`config.mk`:
```
export PLATFORM = sky130hd
export DESIGN_NAME = pmt_timer
export DESIGN_NICKNAME = d
export VERILOG_FILES = /design/src/pmt_pkg.sv /design/src/pmt_postscaler.sv /design/src/pmt_prescaler.sv /design/src/pmt_timer.sv
export SDC_FILE = /design/constraint.sdc
export NUM_CORES = 1
export LEC_CHECK = 0
export ABC_AREA = 0
export BUFFER_PORTS_ARGS = -buffer_cell sky130_fd_sc_hd__buf_2
export CAP_MARGIN = 5
export CORE_MARGIN = 2
export CORE_UTILIZATION = 53
export CTS_CLUSTER_DIAMETER = 60
export CTS_CLUSTER_SIZE = 24
export DETAILED_ROUTE_END_ITERATION = 8
export MAX_ROUTING_LAYER = met4
export PLACE_DENSITY = 0.85
export SYNTH_ARGS = -nofsm -noshare
export SYNTH_HDL_FRONTEND = slang
export SYNTH_SLANG_ARGS = --single-unit
```
`constraint.sdc`:
```
create_clock -name sys_clk -period 3.3 [get_ports sys_clk]
set_input_delay 0.33 -clock sys_clk [delete_from_list [all_inputs] [get_ports sys_clk]]
set_output_delay 0.33 -clock sys_clk [all_outputs]
set_load 0.02 [all_outputs]
```
`src/pmt_pkg.sv`:
```
// Package of constants shared by the period match timer files.
package pmt_pkg;

    // =========================================================
    // Bus geometry
    // =========================================================
    localparam int ADDR_W = 8;
    localparam int DATA_W = 32;
    localparam int SEL_W = 4;
    localparam int REG_W = 8;

    // =========================================================
    // Register byte offsets
    // =========================================================
    localparam logic [ADDR_W-1:0] OFF_COUNT = 8'h00;
    localparam logic [ADDR_W-1:0] OFF_PERIOD = 8'h04;
    localparam logic [ADDR_W-1:0] OFF_CONTROL = 8'h08;
    localparam logic [ADDR_W-1:0] OFF_INT_STATUS = 8'h0c;
    localparam logic [ADDR_W-1:0] OFF_INT_CLEAR = 8'h10;
    localparam logic [ADDR_W-1:0] OFF_INT_ENABLE = 8'h14;
    localparam logic [ADDR_W-1:0] OFF_INT_GATE = 8'h18;
    localparam logic [ADDR_W-1:0] OFF_SCALER_STATE = 8'h1c;

    // =========================================================
    // Control register fields
    // =========================================================
    localparam int CTRL_PRE_LSB = 0;
    localparam int CTRL_PRE_W = 2;
    localparam int CTRL_ON_BIT = 2;
    localparam int CTRL_POST_LSB = 3;
    localparam int CTRL_POST_W = 4;
    localparam logic [REG_W-1:0] CTRL_WRITE_MASK = 8'h7f;

    // =========================================================
    // Interrupt and scaler state register fields
    // =========================================================
    localparam int INT_MATCH_BIT = 0;
    localparam int GATE_PERIPH_BIT = 0;
    localparam int GATE_GLOBAL_BIT = 1;
    localparam int SCALER_POST_LSB = 4;

    // =========================================================
    // Reset values
    // =========================================================
    localparam logic [REG_W-1:0] RST_COUNT = 8'h00;
    localparam logic [REG_W-1:0] RST_PERIOD = 8'hff;
    localparam logic [REG_W-1:0] RST_CONTROL = 8'h00;

    // =========================================================
    // Clock division counts
    // =========================================================
    localparam int INSTR_W = 2;
    localparam logic [INSTR_W-1:0] INSTR_LAST = 2'h3;
    localparam int PRE_CNT_W = 4;
    localparam logic [PRE_CNT_W-1:0] PRE_LAST_DIV1 = 4'h0;
    localparam logic [PRE_CNT_W-1:0] PRE_LAST_DIV4 = 4'h3;
    localparam logic [PRE_CNT_W-1:0] PRE_LAST_DIV16 = 4'hf;

    // Bus slave states.
    typedef enum logic [1:0]
    {
        BUS_IDLE = 2'b01,
        BUS_ACK = 2'b10
    } pmt_bus_state_type;

endpackage : pmt_pkg

```
`src/pmt_postscaler.sv`:
```
// Postscaler that fires after 1 to 16 period matches.
`timescale 1ns/1ps
module pmt_postscaler
    import pmt_pkg::*;
#(
    parameter int CNT_W = pmt_pkg::CTRL_POST_W
)
(
    input wire logic sys_clk,
    input wire logic rst,
    input wire logic clear,
    input wire logic match,
    input wire logic [CNT_W-1:0] postscale_select,
    output logic fire,
    output logic [CNT_W-1:0] postCount
);

    logic [CNT_W-1:0] count_reg;
    logic [CNT_W-1:0] count_next;
    logic atLast;

    // A field value N fires on the (N+1)th match.
    assign atLast = (count_reg >= postscale_select);
    assign fire = match && atLast;
    assign count_next = clear ? '0 : (match ? (atLast ? '0 : count_reg + 1'b1) : count_reg);
    assign postCount = count_reg;

    // Counter of matches since the last output.
    always_ff @(posedge sys_clk or posedge rst)
    begin
        if (rst)
            count_reg <= '0;
        else
            count_reg <= count_next;
    end

endmodule : pmt_postscaler

```
`src/pmt_prescaler.sv`:
```
// Prescaler that divides instruction ticks by 1, 4 or 16.
`timescale 1ns/1ps
module pmt_prescaler
    import pmt_pkg::*;
#(
    parameter int CNT_W = pmt_pkg::PRE_CNT_W
)
(
    input wire logic sys_clk,
    input wire logic rst,
    input wire logic clear,
    input wire logic tick,
    input wire logic [pmt_pkg::CTRL_PRE_W-1:0] prescale_select,
    output logic incPulse,
    output logic [CNT_W-1:0] preCount
);

    logic [CNT_W-1:0] count_reg;
    logic [CNT_W-1:0] count_next;
    logic [CNT_W-1:0] lastCount;
    logic atLast;

    // Terminal count of the selected divide; any value with the top bit set means 16.
    function automatic logic [CNT_W-1:0] last_of(input logic [1:0] sel);
        if (sel[1])
            return CNT_W'(PRE_LAST_DIV16);
        else if (sel[0])
            return CNT_W'(PRE_LAST_DIV4);
        else
            return CNT_W'(PRE_LAST_DIV1);
    endfunction : last_of

    // Divide selection and next count.
    assign lastCount = last_of(prescale_select);
    assign atLast = (count_reg >= lastCount);
    assign incPulse = tick && atLast;
    assign count_next = clear ? '0 : (tick ? (atLast ? '0 : count_reg + 1'b1) : count_reg);
    assign preCount = count_reg;

    // The >= compare recovers cleanly if the divide is lowered mid-count.
    always_ff @(posedge sys_clk or posedge rst)
    begin
        if (rst)
            count_reg <= '0;
        else
            count_reg <= count_next;
    end

endmodule : pmt_prescaler

```
`src/pmt_timer.sv`:
```
// Top of the period match timer with its Wishbone register slave.
//
// The implementer's own choices: the register offsets and the Wishbone slave port.
`timescale 1ns/1ps
module pmt_timer
(
    input wire logic sys_clk,
    input wire logic rst,
    input wire logic wb_cyc_i,
    input wire logic wb_stb_i,
    input wire logic wb_we_i,
    input wire logic [pmt_pkg::ADDR_W-1:0] wb_adr_i,
    input wire logic [pmt_pkg::DATA_W-1:0] wb_dat_i,
    input wire logic [pmt_pkg::SEL_W-1:0] wb_sel_i,
    output logic [pmt_pkg::DATA_W-1:0] wb_dat_o,
    output logic wb_ack_o,
    output logic matchPulse,
    output logic irq
);
    import pmt_pkg::*;

    // =========================================================
    // Declarations
    // =========================================================

    // Bus slave state and captured read data.
    pmt_bus_state_type busState_reg;
    pmt_bus_state_type busState_next;
    logic [DATA_W-1:0] readData_reg;
    logic [DATA_W-1:0] readData_next;

    // Software visible registers and the registered outputs.
    logic [REG_W-1:0] timer_count_reg;
    logic [REG_W-1:0] timer_count_next;
    logic [REG_W-1:0] period_value_reg;
    logic [REG_W-1:0] period_value_next;
    logic [REG_W-1:0] timer_control_reg;
    logic [REG_W-1:0] timer_control_next;
    logic match_int_flag_reg;
    logic match_int_flag_next;
    logic match_int_enable_reg;
    logic match_int_enable_next;
    logic peripheral_int_enable_reg;
    logic peripheral_int_enable_next;
    logic global_int_enable_reg;
    logic global_int_enable_next;
    logic matchPulse_reg;
    logic irq_reg;
    logic irq_next;

    // Instruction clock phase.
    logic [INSTR_W-1:0] instrPhase_reg;
    logic [INSTR_W-1:0] instrPhase_next;
    logic instrTick;

    // Bus decode.
    logic busRequest;
    logic busAccept;
    logic writeCommit;
    logic laneZero;
    logic wrCount;
    logic wrPeriod;
    logic wrControl;
    logic wrIntClear;
    logic wrIntEnable;
    logic wrIntGate;
    logic [REG_W-1:0] writeByte;
    logic [DATA_W-1:0] readMux;

    // Timer datapath.
    logic timer_run_bit;
    logic [CTRL_PRE_W-1:0] prescale_select;
    logic [CTRL_POST_W-1:0] postscale_select;
    logic scalerClear;
    logic incPulse;
    logic countMatch;
    logic periodMatch;
    logic postFire;
    logic [PRE_CNT_W-1:0] preCount;
    logic [CTRL_POST_W-1:0] postCount;

    // =========================================================
    // Wishbone slave
    // =========================================================

    // A request is taken in IDLE and answered one cycle later. The ACK state always
    // returns to IDLE, so a request still held at the ack edge is not taken twice.
    assign busRequest = wb_cyc_i && wb_stb_i;
    assign busAccept = (busState_reg == BUS_IDLE) && busRequest;
    assign writeCommit = (busState_reg == BUS_ACK) && busRequest && wb_we_i;

    // Registers are one byte wide, so only lane zero carries a write.
    assign laneZero = wb_sel_i[0];
    assign writeByte = wb_dat_i[REG_W-1:0];

    // Write strobes land on the edge where the master samples ack.
    assign wrCount = writeCommit && laneZero && (wb_adr_i == OFF_COUNT);
    assign wrPeriod = writeCommit && laneZero && (wb_adr_i == OFF_PERIOD);
    assign wrControl = writeCommit && laneZero && (wb_adr_i == OFF_CONTROL);
    assign wrIntClear = writeCommit && laneZero && (wb_adr_i == OFF_INT_CLEAR);
    assign wrIntEnable = writeCommit && laneZero && (wb_adr_i == OFF_INT_ENABLE);
    assign wrIntGate = writeCommit && laneZero && (wb_adr_i == OFF_INT_GATE);

    // Read selection; unmapped and write-only offsets read as zero.
    always_comb
    begin
        readMux = '0;
        case (wb_adr_i)
            OFF_COUNT: readMux[REG_W-1:0] = timer_count_reg;
            OFF_PERIOD: readMux[REG_W-1:0] = period_value_reg;
            OFF_CONTROL: readMux[REG_W-1:0] = timer_control_reg & CTRL_WRITE_MASK;
            OFF_INT_STATUS: readMux[INT_MATCH_BIT] = match_int_flag_reg;
            OFF_INT_ENABLE: readMux[INT_MATCH_BIT] = match_int_enable_reg;
            OFF_INT_GATE:
            begin
                readMux[GATE_PERIPH_BIT] = peripheral_int_enable_reg;
                readMux[GATE_GLOBAL_BIT] = global_int_enable_reg;
            end
            OFF_SCALER_STATE:
            begin
                readMux[PRE_CNT_W-1:0] = preCount;
                readMux[SCALER_POST_LSB +: CTRL_POST_W] = postCount;
            end
            default: readMux = '0;
        endcase
    end

    // Next bus state.
    always_comb
    begin
        busState_next = busState_reg;
        case (busState_reg)
            BUS_IDLE:
            begin
                if (busRequest)
                    busState_next = BUS_ACK;
            end
            BUS_ACK: busState_next = BUS_IDLE;
            default: busState_next = BUS_IDLE;
        endcase
    end

    // Read data is captured when the request is taken and held through ack.
    assign readData_next = busAccept ? readMux : readData_reg;
    assign wb_ack_o = (busState_reg == BUS_ACK);
    assign wb_dat_o = readData_reg;

    // Bus slave flip-flops.
    always_ff @(posedge sys_clk or posedge rst)
    begin
        if (rst)
        begin
            busState_reg <= BUS_IDLE;
            readData_reg <= '0;
        end
        else
        begin
            busState_reg <= busState_next;
            readData_reg <= readData_next;
        end
    end

    // =========================================================
    // Instruction clock
    // =========================================================

    // The instruction tick is one system clock in four and runs free, so the
    // timer phase never depends on when software started it.
    assign instrPhase_next = instrPhase_reg + 1'b1;
    assign instrTick = (instrPhase_reg == INSTR_LAST);

    // Instruction phase counter.
    always_ff @(posedge sys_clk or posedge rst)
    begin
        if (rst)
            instrPhase_reg <= '0;
        else
            instrPhase_reg <= instrPhase_next;
    end

    // =========================================================
    // Control fields and scaler chain
    // =========================================================

    // Field extraction from the control register.
    assign timer_run_bit = timer_control_reg[CTRL_ON_BIT];
    assign prescale_select = timer_control_reg[CTRL_PRE_LSB +: CTRL_PRE_W];
    assign postscale_select = timer_control_reg[CTRL_POST_LSB +: CTRL_POST_W];

    // Both scalers restart whenever software touches the count or the control.
    assign scalerClear = wrCount || wrControl;

    // The prescaler only sees ticks while the timer runs.
    pmt_prescaler #(
        .CNT_W(PRE_CNT_W)
    ) u_prescaler (
        .sys_clk(sys_clk),
        .rst(rst),
        .clear(scalerClear),
        .tick(instrTick && timer_run_bit),
        .prescale_select(prescale_select),
        .incPulse(incPulse),
        .preCount(preCount)
    );

    // The comparator is live at all times; a match only acts on an increment.
    assign countMatch = (timer_count_reg == period_value_reg);
    assign periodMatch = incPulse && countMatch;

    // Postscaler driven by period matches.
    pmt_postscaler #(
        .CNT_W(CTRL_POST_W)
    ) u_postscaler (
        .sys_clk(sys_clk),
        .rst(rst),
        .clear(scalerClear),
        .match(periodMatch),
        .postscale_select(postscale_select),
        .fire(postFire),
        .postCount(postCount)
    );

    // =========================================================
    // Timer registers
    // =========================================================

    // A software write to the count wins over an increment in the same cycle.
    always_comb
    begin
        timer_count_next = timer_count_reg;
        if (wrCount)
            timer_count_next = writeByte;
        else if (incPulse && countMatch)
            timer_count_next = '0;
        else if (incPulse)
            timer_count_next = timer_count_reg + 1'b1;
    end

    // Period and control; control writes do not disturb the count.
    assign period_value_next = wrPeriod ? writeByte : period_value_reg;
    assign timer_control_next = wrControl ? (writeByte & CTRL_WRITE_MASK) : timer_control_reg;

    // Timer register flip-flops.
    always_ff @(posedge sys_clk or posedge rst)
    begin
        if (rst)
        begin
            timer_count_reg <= RST_COUNT;
            period_value_reg <= RST_PERIOD;
            timer_control_reg <= RST_CONTROL;
        end
        else
        begin
            timer_count_reg <= timer_count_next;
            period_value_reg <= period_value_next;
            timer_control_reg <= timer_control_next;
        end
    end

    // =========================================================
    // Interrupts
    // =========================================================

    // The flag is sticky; a postscaler output in the cycle of a clear still sets it.
    always_comb
    begin
        match_int_flag_next = match_int_flag_reg;
        if (wrIntClear && writeByte[INT_MATCH_BIT])
            match_int_flag_next = 1'b0;
        if (postFire)
            match_int_flag_next = 1'b1;
    end

    // Enable bits.
    assign match_int_enable_next = wrIntEnable ? writeByte[INT_MATCH_BIT] : match_int_enable_reg;
    assign peripheral_int_enable_next = wrIntGate ? writeByte[GATE_PERIPH_BIT] : peripheral_int_enable_reg;
    assign global_int_enable_next = wrIntGate ? writeByte[GATE_GLOBAL_BIT] : global_int_enable_reg;

    // The request needs the flag and every enable level; the flag still sets with them off.
    assign irq_next = match_int_flag_next && match_int_enable_next
        && peripheral_int_enable_next && global_int_enable_next;

    // Interrupt flip-flops; irq and matchPulse are registered outputs.
    always_ff @(posedge sys_clk or posedge rst)
    begin
        if (rst)
        begin
            match_int_flag_reg <= 1'b0;
            match_int_enable_reg <= 1'b0;
            peripheral_int_enable_reg <= 1'b0;
            global_int_enable_reg <= 1'b0;
            irq_reg <= 1'b0;
            matchPulse_reg <= 1'b0;
        end
        else
        begin
            match_int_flag_reg <= match_int_flag_next;
            match_int_enable_reg <= match_int_enable_next;
            peripheral_int_enable_reg <= peripheral_int_enable_next;
            global_int_enable_reg <= global_int_enable_next;
            irq_reg <= irq_next;
            matchPulse_reg <= postFire;
        end
    end

    assign irq = irq_reg;
    assign matchPulse = matchPulse_reg;

endmodule : pmt_timer
```
# --- Word-level counts from Yosys, hierarchy flattened ---
# Index checks and enable logic that the tools add are counted.
totals:
  register_bits: 49
  input_bits: 49
  out_inout_bits: 35
  elab_cells: 77
classes:
  add_sub_neg: 4
  order_cmp: 2
  eq_ne: 12
  mux: 21
  n_reduce_logical: 24
op_table:
  columns: ["op", "count"]
  rows:
  - ["equality test 8 x 5 -> 1 bit, second input constant", 4]
  - ["2-to-1 mux 4 bit", 7]
  - ["2-to-1 mux 8 bit", 3]
  - ["case mux 6 bit (4 select lines)", 1]
  - ["logical AND 1 bit", 19]
  - ["equality test 8 x 4 -> 1 bit, second input constant", 2]
  - ["adder 4 x 1 -> 4 bit, second input constant", 2]
  - ["adder 8 x 1 -> 8 bit, second input constant", 1]
  - ["equality test 8 x 3 -> 1 bit, second input constant", 1]
  - ["equality test 8 bit", 1]
  - [">= comparator 4 bit", 2]
  - ["logical NOT 8 bit", 1]
  - ["case mux 1 bit (7 select lines)", 1]
  - ["2-to-1 mux 2 bit", 3]
  - ["2-to-1 mux 1 bit", 5]
  - ["case mux 1 bit (5 select lines)", 1]
  - ["equality test 2 bit, second input constant", 2]
  - ["nonzero test 2 bit", 2]
  - ["nonzero test 3 bit", 1]
  - ["adder 2 x 1 -> 2 bit, second input constant", 1]
  - ["equality test 2 x 1 -> 1 bit, second input constant", 1]
  - ["inequality test 2 bit, second input constant", 1]
  - ["logical OR 1 bit", 1]

# --- Logic depth before layout (Yosys ltp) ---
logic_depth:
  word_depth: 11
  depth_mapped: 8
  ltp_nobuf: 7

# --- By module ---
# Synthesis repeated with hierarchy kept, for this count alone.
hier_totals:
  hier_cells: 307
  hier_area_um2: 3091.7
by_module_without_submodules:
  columns: ["mod", "n_inst", "cells_per_inst", "area_each_um2", "seq_area_each_um2"]
  rows:
  - ["pmt_timer", 1, 234, 2397.3, 1037.2]
  - ["pmt_prescaler", 1, 37, 349.1, 100.1]
  - ["pmt_postscaler", 1, 36, 345.3, 100.1]

# --- Worst setup path after synthesis ---
# OpenSTA, ideal clock, no wires.
synth_path:
  path_kind: "register -> register"
  startpoint: "reg timer_control_reg[0]"
  endpoint: "reg u_prescaler.count_reg[2] (netlist: u_prescaler.preCount[2])"
  arrival_time_ns: 2.275
  required_ns: 3.223
  path_slack_ns: 0.948
  path_stages_with_launch: 8
  period_less_slack_ns: 2.352
  cell_sequence: "dfrtp_1 or2_2 ha_1 nand2b_1 a2111o_1 and2_4 or4b_1 a21oi_1"
synth_between:
  elab_chain_len: 6
synth_rtl:
  columns: ["item", "line", "source"]
  rows:
  - ["start: declaration", "pmt_timer.sv:37", "logic [REG_W-1:0] timer_control_reg;"]
  - ["start signal: assignment", "pmt_timer.sv:256", "timer_control_reg <= timer_control_next;"]
  - ["2-to-1 mux 2 bit", "pmt_prescaler.sv:27", "else if (sel[0])"]
  - ["2-to-1 mux 4 bit", "pmt_prescaler.sv:25", "if (sel[1])"]
  - [">= comparator 4 bit", "pmt_prescaler.sv:35", "assign atLast = (count_reg >= lastCount);"]
  - ["2-to-1 mux 4 bit (3 in a row)", "pmt_prescaler.sv:37", "assign count_next = clear ? '0 : (tick ? (atLast ? '0 : count_reg + 1'b1) : count_reg);"]
  - ["end signal: assignment", "pmt_prescaler.sv:46", "count_reg <= count_next;"]
  - ["end: declaration", "pmt_prescaler.sv:18", "logic [CNT_W-1:0] count_reg;"]
# Every way passes these cells. The select of a mux whose other input is x is not followed.
# A chain may end at the register's enable or synchronous reset.

# --- Worst setup path in the final report ---
layout_path:
  startpoint: "reg timer_control_reg[0]"
  endpoint: "reg timer_count_reg[3]"
layout_between:
  elab_chain_len: 7
layout_rtl:
  columns: ["item", "line", "source"]
  rows:
  - ["2-to-1 mux 2 bit (*)", "pmt_prescaler.sv:27", null]
  - ["2-to-1 mux 4 bit (*)", "pmt_prescaler.sv:25", null]
  - [">= comparator 4 bit (*)", "pmt_prescaler.sv:35", null]
  - ["logical AND 1 bit (*)", "pmt_prescaler.sv:36", "assign incPulse = tick && atLast;"]
  - ["logical AND 1 bit", "pmt_timer.sv:233", "else if (incPulse && countMatch)"]
  - ["2-to-1 mux 8 bit", "pmt_timer.sv:233", null]
  - ["2-to-1 mux 8 bit", "pmt_timer.sv:231", "if (wrCount)"]
  - ["end signal: assignment", "pmt_timer.sv:254", "timer_count_reg <= timer_count_next;"]
  - ["end: declaration", "pmt_timer.sv:33", "logic [REG_W-1:0] timer_count_reg;"]
# Every way passes the cells marked *; elsewhere a longest branch is shown, timed or not.

==> flow_summary.toml <==
[logic_synthesis]
synth_edf_count = 0
synth_cell_type_count = 63
synthAdderAreaFrac_pct = 4.804
synth_mux_area_share_pct = 6.605
async_reset_ff_share_pct = 100.0
synth_compound_area_share_pct = 15.57
synth_top_family_by_area = "simple AND/OR/NAND/NOR gates"
synth-seq-cells = 49
avgSynthCellArea_um2 = 10.11
synthXorXnorAreaFrac_pct = 2.522
ys.flop_type = "dfrtp_1"
syn_area_um2 = 3125
ys_seq_area_share_pct = 39.59
synth_simple_gate_area_share_pct = 19.94
synth_cells = 309
synth_warnings = 0

[die]
dieHeight_um = 80.80
fp.dieW_um = 80.80
coreArea_um2 = 5608
num_rows = 27
dieArea_um2 = 6528
initial_core_util_pct = 55.73
io_pins = 84

[placement]
hpwl_mm = 4.954
place_congestion = 0.9080
port_buffers = 32

[power]
ir_drop_mv = 0.2072
p_leak_nw = 1.487
sequentialPowerShare_pct = 50.3
power_frac_comb_pct = 7.2
clkPwrFrac_pct = 42.5
p_switching_mw = 0.2785
p_sw_share_pct = 23.12
internal_power_mw = 0.9258
powerDensity_nw_per_um2 = 361.8

[drt]
vias_per_cell = 5.988
vias = 2455
ant_nets = 0
drt_wl_total_mm = 6.976
drt_iter0_markers = 266
drc = 0
drt_pass1_iterations = 4
wl_per_cell_um = 17.01

[final_layout]
drive_above_1_share_pct = 25.15
antennaDiodeCount = 0
utilization_pct = 59.35
finalNetCount = 398
final_common_cell = "dfrtp_1"
syn2layout_area_growth_pct = 6.485
fill_cells = 494
mostFrequentLayoutCells = "40 x dfrtp_1, 32 x buf_2, 26 x nand2_1"

[outcome]
run_status = "complete, no violations"

[worst_setup_path]
endpoint_kind = "flop"
cp_max_fo = 17
critPathLaunchType = "flop"
regToRegSetupSlack_ns = 0.63
critical_path_required_ns = 3.53
reg2reg_depth = 7
crit_type = "flop to flop"
arrival_ns = 2.91

[run]
drv_cap = 0

[timing]
slew_headroom_pct = 30.09
rsz0062_at_grt = "no"
finalClockSkew_ns = 0.004800
hold_violations = 0
max_slew.worst_pin.slew_ns = 1.047
finalMaxSlewViolations = 0
max_freq_mhz = 374.0
period_needed_ns = 2.674
tns_ns = 0
setup-violations-final = 0
post-route-period-util_pct = 81.03

[global_route]
grt_usage_pct = 23.58
grt_pass1_vias = 2326
grt_first_pass_wirelength_mm = 11.43
grt_max_degree = 50
antenna_found_initial = 0
grt-ovfl-total = 0

[cts]
post-cts-setup-buffer-count = 0
clk_pin_slew_worst_paths_ns = 0.09
ctsHoldBuffers = 0
clockBufferDepth = 2
cts_sinks = 49
clock_latency_ns = 0.31
numCtsBuffers = 5
clock_tree.root_cell = "clkbuf_8"
cts_tree = "yes"
htree_levels = 2
postCtsResizedCells = 0

[hold_path]
worstHoldPathType = "primary input to async pin"
final timing paths:
| check | from | to |
|---|---|---|
| max | timer_control_reg[0] | timer_count_reg[3] |
| min | rst | u_prescaler.preCount[0] |
| max reg2reg | timer_control_reg[0] | timer_count_reg[3] |
| min reg2reg | instrPhase_reg[0] | instrPhase_reg[0] |
| max in group asynchronous | rst | matchPulse |
| min in group sys_clk | wb_dat_i[4] | timer_control_reg[4] |
kinds of logic after synthesis:
kind of cell	count (synthesis)
flops	49
compound gates	73
simple gates	97
fa+ha+maj	12
buf+inv	52
other cells	1
xor+xnor	9
mux	16
through the flow:
step	worst slack, ns	instances	hold slack (ns)	instance area, um2	power (mW)
2_1_floorplan	0.9476	332	0.4006	3212	0.7013
3_3_place_gp	0.7147	402	0.4125	3194	0.7000
3_5_place_dp	0.6413	402	0.4324	3194	0.7025
4_1_cts	0.6249	410	0.2630	3328	1.208
5_1_grt	0.4015	410	0.2739	3328	1.244
6_report	0.6261	410	0.2632	3328	1.204
synthesized netlist by cell type, types with 5 or more instances:
cell	instances	area, um2
buf_4	25	187.7
a21oi_1	14	70.07
nand2_1	26	97.59
dfrtp_1	40	1001
a221oi_1	8	70.07
nor2_1	12	45.04
o21ai_0	21	105.1
inv_1	17	63.81
a31oi_1	7	43.79
mux2_4	8	120.1
nand3_1	8	40.04
mux2_2	5	56.30
xor2_1	8	70.07
ha_1	12	150.1
and3_1	5	31.28
dfstp_2	9	236.5
power groups by stage:
| stage | Sequential, mW | Clock, mW | Combinational [mW] |
|---|---|---|---|
| after global placement | 0.617 | 0 | 0.0831 |
| final | 0.606 | 0.512 | 0.0865 |
| after CTS | 0.606 | 0.516 | 0.0861 |
| after detailed placement | 0.617 | 0 | 0.0851 |
| after floorplan | 0.617 | 0 | 0.0844 |
| after global routing | 0.606 | 0.542 | 0.0951 |
layer usage:
metal  wire [um]  vias to the layer above  share of wire [%]  track usage, %
li1            -                     1134                  -               -
met1        3089                     1199                 44           31.56
met2        3328                      112                 48           36.42
met3         473                       10                6.8           5.000
met4          84                        0                1.2           6.949
met5           0                        -                  0               -
final cells by class:
class                      instances  area (um2)  area share (%)
multi-input combinational        231        1635           49.14
clock buffer                       5       68.82           2.068
sequential                        49        1237           37.18
tap                               72       90.09           2.707
timing repair buffer              33       167.7           5.038
inverter                          17       63.81           1.917
clock inverter                     3       65.06           1.955
critical path, stage by stage (launching register included):
cell and delay (ns):
dfrtp_1 0.41, or2_2 0.33, ha_1 0.27, nand2b_1 0.09, a2111o_1 0.21, nand3_1 0.46, or4_1 0.65, a31oi_1 0.16
Note: power is estimated with default switching activity, not from simulation.
